[src/hw/pcdovr_map.vh]
// Constants for the port C/D alternate function override block.
// Overview of operation
// - Scan enable routes PC3 mode select, PC2 clock
// - Two-wire enable: PC1 data, PC0 clock
// - Pins are pin-change sources 16..23, 26..31
// - Two-wire pull-up needs data bit, no disable
// - Scan forces PC5..2 pull-ups, buffers; PC4 out only in IR or DR shift
// - Compare waveform shown in PWM modes too
// - PD6 feeds Timer1 capture input
// - Serial1 clock direction follows PD4 direction bit
// - Serial1 clock pin active only when synchronous
// - PD3 feeds ext irq 1, PD2 irq 0
// - Serial1 transmitter forces PD3 output with data
// - Serial1 receiver forces PD2 input
// - Forced PD2 input keeps data-bit pull-up
// - Global pull-up disable turns all pull-ups off except the scan-forced PC5..2
`ifndef PCDOVR_MAP_VH
`define PCDOVR_MAP_VH
`define PCDOVR_RESET_BYTE 8'h00
`define PCDOVR_PC_SCAN_MASK 8'h3C
`define PCDOVR_PC_TW_MASK 8'h03
`define PCDOVR_PD_USED_MASK 8'hFC
`define PCDOVR_PIN_SCL 0
`define PCDOVR_PIN_SDA 1
`define PCDOVR_PIN_TCK 2
`define PCDOVR_PIN_TMS 3
`define PCDOVR_PIN_TDO 4
`define PCDOVR_PIN_TDI 5
`define PCDOVR_PIN_OSC1 6
`define PCDOVR_PIN_OSC2 7
`define PCDOVR_PIN_RX1 2
`define PCDOVR_PIN_TX1 3
`define PCDOVR_PIN_SERIAL1_EXT_CLOCK 4
`define PCDOVR_PIN_T1_COMPARE_B_OUT 4
`define PCDOVR_PIN_T1_COMPARE_A_OUT 5
`define PCDOVR_PIN_ICP 6
`define PCDOVR_PIN_T2_COMPARE_B_OUT 6
`define PCDOVR_PIN_T2_COMPARE_A_OUT 7
`endif

[src/hw/pcdovr_top.v]
// Override logic for port C bits 7..0 and port D bits 7..2.
`include "pcdovr_map.vh"
module pcdovr_top (
   // Clock and reset
   input wire CLK_I,
   input wire RESET_I,
   // Port registers and global control
   input wire [7:0] PORTC_DATA_I,
   input wire [7:0] PORTC_DIR_I,
   input wire [7:0] PORTD_DATA_I,
   input wire [7:0] PORTD_DIR_I,
   input wire GLOBAL_PULLUP_DISABLE_I,
   input wire PIN_CHANGE_GROUP2_ENABLE_I,
   input wire PIN_CHANGE_GROUP3_ENABLE_I,
   input wire [7:0] PORTC_PCMASK_I,
   input wire [7:0] PORTD_PCMASK_I,
   // Scan port
   input wire SCAN_PORT_ENABLE_I,
   input wire SCAN_SHIFT_IR_I,
   input wire SCAN_SHIFT_DR_I,
   input wire SCAN_TDO_I,
   // Two-wire interface
   input wire TWO_WIRE_ENABLE_I,
   input wire TW_SDA_OUT_I,
   input wire TW_SCL_OUT_I,
   // Timer2 oscillator
   input wire TIMER2_ASYNC_SELECT_I,
   input wire EXTERNAL_CLOCK_SELECT_I,
   // Timer compare outputs
   input wire T2_COMPARE_A_OUT_I,
   input wire T2_COMPARE_A_EN_I,
   input wire T2_COMPARE_B_OUT_I,
   input wire T2_COMPARE_B_EN_I,
   input wire T1_COMPARE_A_OUT_I,
   input wire T1_COMPARE_A_EN_I,
   input wire T1_COMPARE_B_OUT_I,
   input wire T1_COMPARE_B_EN_I,
   // Serial port 1
   input wire SERIAL1_TX_EN_I,
   input wire SERIAL1_RX_EN_I,
   input wire SERIAL1_SYNC_MODE_I,
   input wire SERIAL1_TX_DATA_I,
   input wire SERIAL1_CLOCK_OUT_I,
   // External interrupt enables
   input wire EXT_IRQ_0_EN_I,
   input wire EXT_IRQ_1_EN_I,
   // Pins
   input wire [7:0] PORTC_PIN_I,
   input wire [7:0] PORTD_PIN_I,
   // Pin controls
   output reg [7:0] PORTC_PULLUP_O,
   output reg [7:0] PORTC_OE_O,
   output reg [7:0] PORTC_OUT_O,
   output reg [7:0] PORTC_IN_EN_O,
   output reg [7:0] PORTD_PULLUP_O,
   output reg [7:0] PORTD_OE_O,
   output reg [7:0] PORTD_OUT_O,
   output reg [7:0] PORTD_IN_EN_O,
   // Peripheral inputs
   output reg SCAN_TMS_O,
   output reg SCAN_TCK_O,
   output reg SCAN_TDI_O,
   output reg TW_SDA_IN_O,
   output reg TW_SCL_IN_O,
   output reg T1_CAPTURE_IN_O,
   output reg EXT_IRQ_1_O,
   output reg EXT_IRQ_0_O,
   output reg SERIAL1_RX_PIN_O,
   output reg SERIAL1_EXT_CLOCK_O,
   output reg [15:0] PIN_CHANGE_SRC_O
);
   ////////////////////////////////////////////////////////////////////////
   wire jt = SCAN_PORT_ENABLE_I;
   wire tw = TWO_WIRE_ENABLE_I;
   wire as2 = TIMER2_ASYNC_SELECT_I;
   wire exck = EXTERNAL_CLOCK_SELECT_I;
   wire global_pullup_disable = GLOBAL_PULLUP_DISABLE_I;
   wire [7:0] pcc = PORTC_PCMASK_I & {8{PIN_CHANGE_GROUP2_ENABLE_I}};
   wire [7:0] pcd = PORTD_PCMASK_I & {8{PIN_CHANGE_GROUP3_ENABLE_I}};
   wire xck_act = SERIAL1_SYNC_MODE_I;
   wire osc2 = as2 & ~exck;
   reg [7:0] c_puoe, c_puov, c_ddoe, c_ddov, c_pvoe, c_pvov, c_dieoe, c_dieov;
   reg [7:0] d_puoe, d_puov, d_ddoe, d_ddov, d_pvoe, d_pvov, d_dieoe, d_dieov;
   always @* begin
      c_puoe = {osc2, as2, {4{jt}}, tw, tw};
      c_puov = {2'b00, 4'hF, PORTC_DATA_I[`PCDOVR_PIN_SDA] & ~global_pullup_disable,
         PORTC_DATA_I[`PCDOVR_PIN_SCL] & ~global_pullup_disable};
      c_ddoe = {osc2, as2, {4{jt}}, tw, tw};
      c_ddov = {3'b000, SCAN_SHIFT_IR_I | SCAN_SHIFT_DR_I, 4'h0};
      c_pvoe = {3'b000, jt, 2'b00, tw, tw};
      c_pvov = {3'b000, SCAN_TDO_I, 2'b00, TW_SDA_OUT_I, TW_SCL_OUT_I};
      c_dieoe = {osc2, as2, {4{jt}}, 2'b00} | pcc;
      c_dieov = {~as2 & pcc[7], ~as2 & pcc[6], {4{jt}}, 2'b11} |
         {2'b00, {4{~jt}} & pcc[5:2], 2'b00};
      d_puoe = {4'h0, SERIAL1_TX_EN_I, SERIAL1_RX_EN_I, 2'b00};
      d_puov = {5'b00000, PORTD_DATA_I[`PCDOVR_PIN_RX1] & ~global_pullup_disable, 2'b00};
      d_ddoe = {4'h0, SERIAL1_TX_EN_I, SERIAL1_RX_EN_I, 2'b00};
      d_ddov = {4'h0, 1'b1, 3'b000};
      d_pvoe = {T2_COMPARE_A_EN_I, T2_COMPARE_B_EN_I, T1_COMPARE_A_EN_I,
         T1_COMPARE_B_EN_I, SERIAL1_TX_EN_I, 3'b000};
      d_pvov = {T2_COMPARE_A_OUT_I, T2_COMPARE_B_OUT_I, T1_COMPARE_A_OUT_I,
         T1_COMPARE_B_OUT_I, SERIAL1_TX_DATA_I, 3'b000};
      if (xck_act && PORTD_DIR_I[`PCDOVR_PIN_SERIAL1_EXT_CLOCK] && !T1_COMPARE_B_EN_I) begin
         d_pvoe[`PCDOVR_PIN_SERIAL1_EXT_CLOCK] = 1'b1;
         d_pvov[`PCDOVR_PIN_SERIAL1_EXT_CLOCK] = SERIAL1_CLOCK_OUT_I;
      end
      d_dieoe = {4'h0, EXT_IRQ_1_EN_I, EXT_IRQ_0_EN_I, 2'b00} | pcd;
      d_dieov = 8'hFF;
   end
   ////////////////////////////////////////////////////////////////////////
   wire [7:0] c_pu, c_dir, c_val, c_ie, d_pu, d_dir, d_val, d_ie;
   genvar g;
   generate
      for (g = 0; g < 8; g = g + 1) begin : g_pin
         pcdovr_pin u_c (
            .port_bit_i(PORTC_DATA_I[g]),
            .dir_bit_i(PORTC_DIR_I[g]),
            .pud_i(global_pullup_disable),
            .puoe_i(c_puoe[g]),
            .puov_i(c_puov[g]),
            .ddoe_i(c_ddoe[g]),
            .ddov_i(c_ddov[g]),
            .pvoe_i(c_pvoe[g]),
            .pvov_i(c_pvov[g]),
            .dieoe_i(c_dieoe[g]),
            .dieov_i(c_dieov[g]),
            .pullup_o(c_pu[g]),
            .dir_o(c_dir[g]),
            .value_o(c_val[g]),
            .in_en_o(c_ie[g])
         );
         pcdovr_pin u_d (
            .port_bit_i(PORTD_DATA_I[g]),
            .dir_bit_i(PORTD_DIR_I[g]),
            .pud_i(global_pullup_disable),
            .puoe_i(d_puoe[g]),
            .puov_i(d_puov[g]),
            .ddoe_i(d_ddoe[g]),
            .ddov_i(d_ddov[g]),
            .pvoe_i(d_pvoe[g]),
            .pvov_i(d_pvov[g]),
            .dieoe_i(d_dieoe[g]),
            .dieov_i(d_dieov[g]),
            .pullup_o(d_pu[g]),
            .dir_o(d_dir[g]),
            .value_o(d_val[g]),
            .in_en_o(d_ie[g])
         );
      end
   endgenerate
   ////////////////////////////////////////////////////////////////////////
   // Registered outputs cost one cycle of latency but keep pads glitch free.
   always @(posedge CLK_I or posedge RESET_I) begin
      if (RESET_I) begin
         PORTC_PULLUP_O <= `PCDOVR_RESET_BYTE;
         PORTC_OE_O <= `PCDOVR_RESET_BYTE;
         PORTC_OUT_O <= `PCDOVR_RESET_BYTE;
         PORTC_IN_EN_O <= `PCDOVR_RESET_BYTE;
         PORTD_PULLUP_O <= `PCDOVR_RESET_BYTE;
         PORTD_OE_O <= `PCDOVR_RESET_BYTE;
         PORTD_OUT_O <= `PCDOVR_RESET_BYTE;
         PORTD_IN_EN_O <= `PCDOVR_RESET_BYTE;
         SCAN_TMS_O <= 1'b0;
         SCAN_TCK_O <= 1'b0;
         SCAN_TDI_O <= 1'b0;
         TW_SDA_IN_O <= 1'b0;
         TW_SCL_IN_O <= 1'b0;
         T1_CAPTURE_IN_O <= 1'b0;
         EXT_IRQ_1_O <= 1'b0;
         EXT_IRQ_0_O <= 1'b0;
         SERIAL1_RX_PIN_O <= 1'b0;
         SERIAL1_EXT_CLOCK_O <= 1'b0;
         PIN_CHANGE_SRC_O <= 16'h0000;
      end else begin
         PORTC_PULLUP_O <= c_pu;
         PORTC_OE_O <= c_dir;
         PORTC_OUT_O <= c_val;
         PORTC_IN_EN_O <= c_ie;
         // Bits 1..0 of port D belong to serial port 0, handled elsewhere.
         PORTD_PULLUP_O <= d_pu & `PCDOVR_PD_USED_MASK;
         PORTD_OE_O <= d_dir & `PCDOVR_PD_USED_MASK;
         PORTD_OUT_O <= d_val & `PCDOVR_PD_USED_MASK;
         PORTD_IN_EN_O <= d_ie & `PCDOVR_PD_USED_MASK;
         SCAN_TMS_O <= jt & PORTC_PIN_I[`PCDOVR_PIN_TMS];
         SCAN_TCK_O <= jt & PORTC_PIN_I[`PCDOVR_PIN_TCK];
         SCAN_TDI_O <= jt & PORTC_PIN_I[`PCDOVR_PIN_TDI];
         TW_SDA_IN_O <= PORTC_PIN_I[`PCDOVR_PIN_SDA];
         TW_SCL_IN_O <= PORTC_PIN_I[`PCDOVR_PIN_SCL];
         T1_CAPTURE_IN_O <= PORTD_PIN_I[`PCDOVR_PIN_ICP];
         EXT_IRQ_1_O <= PORTD_PIN_I[`PCDOVR_PIN_TX1];
         EXT_IRQ_0_O <= PORTD_PIN_I[`PCDOVR_PIN_RX1];
         SERIAL1_RX_PIN_O <= PORTD_PIN_I[`PCDOVR_PIN_RX1];
         SERIAL1_EXT_CLOCK_O <= xck_act & PORTD_PIN_I[`PCDOVR_PIN_SERIAL1_EXT_CLOCK];
         PIN_CHANGE_SRC_O <= {PORTD_PIN_I[7:2], 2'b00, PORTC_PIN_I};
      end
   end
endmodule // pcdovr_top

[src/hw/pcdovr_pin.v]
// One pin: override muxing of pull-up, direction, value and input enable.
module pcdovr_pin (
   input wire port_bit_i,
   input wire dir_bit_i,
   input wire pud_i,
   input wire puoe_i,
   input wire puov_i,
   input wire ddoe_i,
   input wire ddov_i,
   input wire pvoe_i,
   input wire pvov_i,
   input wire dieoe_i,
   input wire dieov_i,
   output wire pullup_o,
   output wire dir_o,
   output wire value_o,
   output wire in_en_o
);
   wire reg_pullup = ~dir_bit_i & port_bit_i & ~pud_i;
   assign pullup_o = puoe_i ? puov_i : reg_pullup;
   assign dir_o = ddoe_i ? ddov_i : dir_bit_i;
   assign value_o = pvoe_i ? pvov_i : port_bit_i;
   // Input buffer is on by default; the sleep gating lives elsewhere.
   assign in_en_o = dieoe_i ? dieov_i : 1'b1;
endmodule // pcdovr_pin

[config.mk]
export PLATFORM = sky130hd
export DESIGN_NAME = pcdovr_top
export DESIGN_NICKNAME = d
export VERILOG_FILES = /design/src/hw/pcdovr_top.v /design/src/hw/pcdovr_pin.v
export VERILOG_INCLUDE_DIRS = /design/src /design/src/hw
export SDC_FILE = /design/constraint.sdc
export NUM_CORES = 1
export LEC_CHECK = 0
export ABC_CLOCK_PERIOD_IN_PS = 4800
export BUFFER_PORTS_ARGS = -buffer_cell sky130_fd_sc_hd__buf_2
export CAP_MARGIN = 20
export CORE_UTILIZATION = 40
export CTS_CLUSTER_DIAMETER = 150
export DETAILED_ROUTE_END_ITERATION = 6
export PLACE_DENSITY = 0.82
export SYNTH_ARGS = -nofsm -noshare
export SYNTH_HDL_FRONTEND = slang
export SYNTH_SLANG_ARGS = --single-unit
[constraint.sdc]
create_clock -name CLK_I -period 4.8 [get_ports CLK_I]
set_input_delay 0.96 -clock CLK_I [delete_from_list [all_inputs] [get_ports CLK_I]]
set_output_delay 0.96 -clock CLK_I [all_outputs]
set_load 0.01 [all_outputs]
== Word level (Yosys, flattened, before mapping) ==
Index checks and enable logic that the tools add are counted.

* Bits in registers: 74
* Output and inout port bits: 90
* Input bits: 93
* Logic and storage cells: 120

* Reductions and logical operators: 3
* Bitwise logic cells: 61
* Muxes and demuxes: 38

{| class="wikitable"
|+ Operators by type and width
! operator !! number
|-
| $and 1x1->1 || 38
|-
| $mux 1 || 38
|-
| $not 1->1 || 18
|-
| $and 8x8->8 || 1
|-
| $or 8x6->8 || 1
|-
| $or 8x8->8 || 1
|-
| $and 4x4->4 || 1
|-
| $logic_and 1x1->1 || 2
|-
| $logic_not 1->1 || 1
|-
| $or 1x1->1 || 1
|}

== Depth between registers and ports, before layout ==
* Depth in word-level cells: 4
* Depth in mapped cells: 3
* Depth with buffers taken out: 2

== Modules after synthesis ==
Synthesis repeated with hierarchy kept, for this count alone.

* Cell total of the unflattened synthesis: 222
* Area total of the unflattened synthesis: 2879.0 um2

{| class="wikitable"
|+ By module, submodules not included
! module !! sequential area each (um2) !! area each (um2) !! times used !! cells each
|-
| pcdovr_top || 1851.8 || 2178.3 || 1 || 124
|-
| pcdovr_pin || 0.0 || 50.0 || 14 || 7
|}

== Least setup slack after synthesis ==
OpenSTA, ideal clock, no wires.

* Path type: reg2out
* Start point: reg PORTC_IN_EN_O[1]
* End point: out PORTC_IN_EN_O[1]
* Path buffers: 1
* Data required time: 3.840 ns
* Setup slack: 3.216 ns
* Cell stages (with the launch flop): 2
* Arrival time: 0.624 ns
* Cell sequence: dfrtp_1 > buf_4

{| class="wikitable"
|+ RTL lines
! item !! line !! text
|-
| start: declaration || pcdovr_top.v:54 || <nowiki>output reg [7:0] PORTC_IN_EN_O,</nowiki>
|-
| start signal: assignment || pcdovr_top.v:158 || <nowiki>PORTC_IN_EN_O <= `PCDOVR_RESET_BYTE;</nowiki>
|-
| start signal: assignment || pcdovr_top.v:178 || <nowiki>PORTC_IN_EN_O <= c_ie;</nowiki>
|}

No word-level cell between the ends.

==> results by group <==
Status
  • Status: complete, no violations

Power
  • Pwr/cell area: ~380 nW/um2
  • Leakage: about 1.7 nW
  • Peak VDD IR: 0.195 mV

Detailed routing
  • Post-route ant nets: 0
  • Via density: 4.20
  • DR DRC count: 0
  • DRT Pass-1 Iters: 4
  • Wire per inst: around 13 um
  • Via count: 1547
  • Iter 0 DRT Violations: a little under 60
  • Wirelength, routed: roughly 4600 um

Die
  • Die X: 77.1 um
  • FP Rows: 26
  • Num ports: around 180
  • Die area: between 5000 and 6000 um2
  • Die height: just under 80 um
  • Initial Util: 0.428
  • Core Region: ~5300 um2

Setup path
  • Critical Path RT: roughly 3.8 ns
  • CP Data Arrival Time: 0.91 ns
  • Crit path buf inv count: 1
  • Crit-path max FO: 8
  • Max stage delay on crit path: around 0.43 ns
  • Crit path from: PORTC_IN_EN_O[1]
  • Crit start category: flip-flop
  • Worst path cell trace: buf_2
  • Crit Path Class: reg2out
  • Crit-path slowest cell: dfrtp_1
  • Worst setup path end: PORTD_IN_EN_O[5]
  • CP Capture Type: primary output
  • CP Depth: 1
  • CP top delay family: flip-flops

Finish
  • Non-Filler Instances: between 300 and 400
  • Nets@finish: ~390
  • Area Growth Syn to Fin: 39.7%
  • Most common cell after layout, fill and taps aside: buf_2
  • Ant diodes: 0
  • Most frequent cells in the layout: buf_2 (148), dfrtp_1 (67), conb_1 (15), clkbuf_8 (11), nor2b_1 (8)
  • Post-route cell area: ~3200 um2
  • Layout cells sized above 1: 0.584

Global route
  • First-pass GRT wire length: roughly 7000 um
  • Pin count of the biggest net entering global routing: between 60 and 70
  • GR Layer Usage met3: 0.0476
  • Met2 Resource Use GR: 0.294
  • Gr usage total: 0.162
  • Antenna violations before repair: 0
  • Vias in the first global route: 1502
  • GRT overflow: 0
  • Most Crowded Layer GR: met2
  • Met1 Use GR: 0.165

Placement
  • Placed cell area: ~2900 um2
  • Placement Setup Slack: roughly 3.0 ns
  • Port bufs: between 100 and 150
  • Gpl congestion: between 0.7 and 0.8
  • # placed instances: approximately 350

Clocking
  • Postcts setup bufs: 0
  • CTS Buffer Depth: 2
  • Root Driver: clkbuf_8
  • CTS tree: done
  • Reg clk slew, reported paths: approximately 0.070 ns
  • Post-CTS sizing: 0
  • Htree depth: 3
  • CTS Buf Count: 9
  • Clk sinks: 67
  • Hold buffers post-CTS: 0

Timing
  • Slew HR: 0.472
  • TNS Setup: 0 ns
  • Final Slew Violations: 0
  • Setup WS post-layout: between 2 and 3 ns
  • Tmin final: ~1.9 ns
  • RSZ-0062 raised after global routing: false
  • Final period utilization: 0.390
  • Worst-margin pin slew: about 0.8 ns
  • Worst hold slack: between 0.7 and 0.8 ns
  • FMAX: 0.534 GHz
  • Final hold vios: 0
  • # setup viols final: 0

Yosys
  • Synth Warn #: 0
  • Synth Cell Area: ~2300 um2
  • #FFs+latches synth: 67
  • Syn_area_per_cell: 15.5 um2
  • Synthesized instance count: 146
  • Post-synthesis cell type count: 21
  • Sequential area share after synthesis: 0.743

Worst hold path
  • Hold Path Class: in2reg

Run
  • Max Cap Viol: 0
[metal layers]
metal	vias up	part of all wire
met1	723	0.35
met3	9	0.085
met2	93	0.55
met4	0	0.017
met5	-	0
li1	722	-
[synthesized netlist by cell type (all sizes together)]
| master | instances | area [um2] |
|---|---|---|
| dfrtp | 67 | 1680 |
| buf | 25 | 191 |
| nor2b | 8 | 50.1 |
| nor3b | 7 | 52.6 |
| or2 | 1 | 6.26 |
| nor4b | 2 | 47.6 |
| mux2 | 6 | 67.6 |
| o31a | 1 | 8.76 |
| a21boi | 1 | 7.51 |
| and3 | 1 | 6.26 |
| nand2 | 3 | 11.3 |
| a21o | 5 | 37.5 |
| and2b | 1 | 7.51 |
| and2 | 4 | 25.0 |
| conb | 2 | 7.51 |
| nand2b | 2 | 12.5 |
| nor2 | 6 | 22.5 |
| inv | 2 | 7.51 |
| nor3 | 1 | 5.00 |
| a21oi | 1 | 5.00 |
[metrics by stage]
stage                     power (mW)   util
after floorplan                0.682      -
after global placement         0.738  0.560
after detailed placement       0.743  0.560
after CTS                       1.21  0.598
after global routing            1.24  0.598
final                           1.19  0.598
[how the worst min path moves through the flow]
stage	startpoint	endpoint	slack, ns	cells after the start
after floorplan	PORTC_PIN_I[0]	PIN_CHANGE_SRC_O[0]	0.99	0
after global placement	PORTD_PIN_I[6]	PIN_CHANGE_SRC_O[14]	1.07	1
after detailed placement	PORTC_PIN_I[6]	PIN_CHANGE_SRC_O[6]	1.07	1
after CTS	PORTD_PIN_I[7]	PIN_CHANGE_SRC_O[15]	0.71	1
after global routing	PORTC_PIN_I[0]	PIN_CHANGE_SRC_O[0]	0.71	1
final	PORTC_PIN_I[6]	PIN_CHANGE_SRC_O[6]	0.74	1
[flip-flops by register name (all words and copies together) (netlist names)]
signal and flops:
PORTC_OUT_O 8, SERIAL1_EXT_CLOCK_O 1, PORTC_IN_EN_O 7, PORTC_OE_O 8, PORTD_OE_O 6, PORTD_OUT_O 6
PORTC_PULLUP_O 8, PIN_CHANGE_SRC_O 14, SCAN_TDI_O 1, PORTD_PULLUP_O 6, SCAN_TCK_O 1, SCAN_TMS_O 1
[report_power, final]
group          switching (mW)  internal, mW  total, mW
clock                   0.192         0.264      0.456
combinational          0.0699        0.0579      0.128
sequential            0.00791         0.595      0.602
total                   0.270         0.917       1.19
[area by class of cell]
class,count,area [um2]
inverter,2,7.51
clock inverter,4,50.0
multi-input combinational,65,429
tap,70,87.6
sequential,67,1680
clock buffer,11,151
timing repair buffer,149,748
fill,433,2120
[cells by family after synthesis]
kind of cell    count (synthesis)  synth area share
other cells                     2           0.00333
mux                             6            0.0299
compound gates                  8            0.0261
buf+inv                        27            0.0882
flops                          67             0.743
simple gates                   36             0.109
Note: power is estimated with default switching activity, not from simulation.
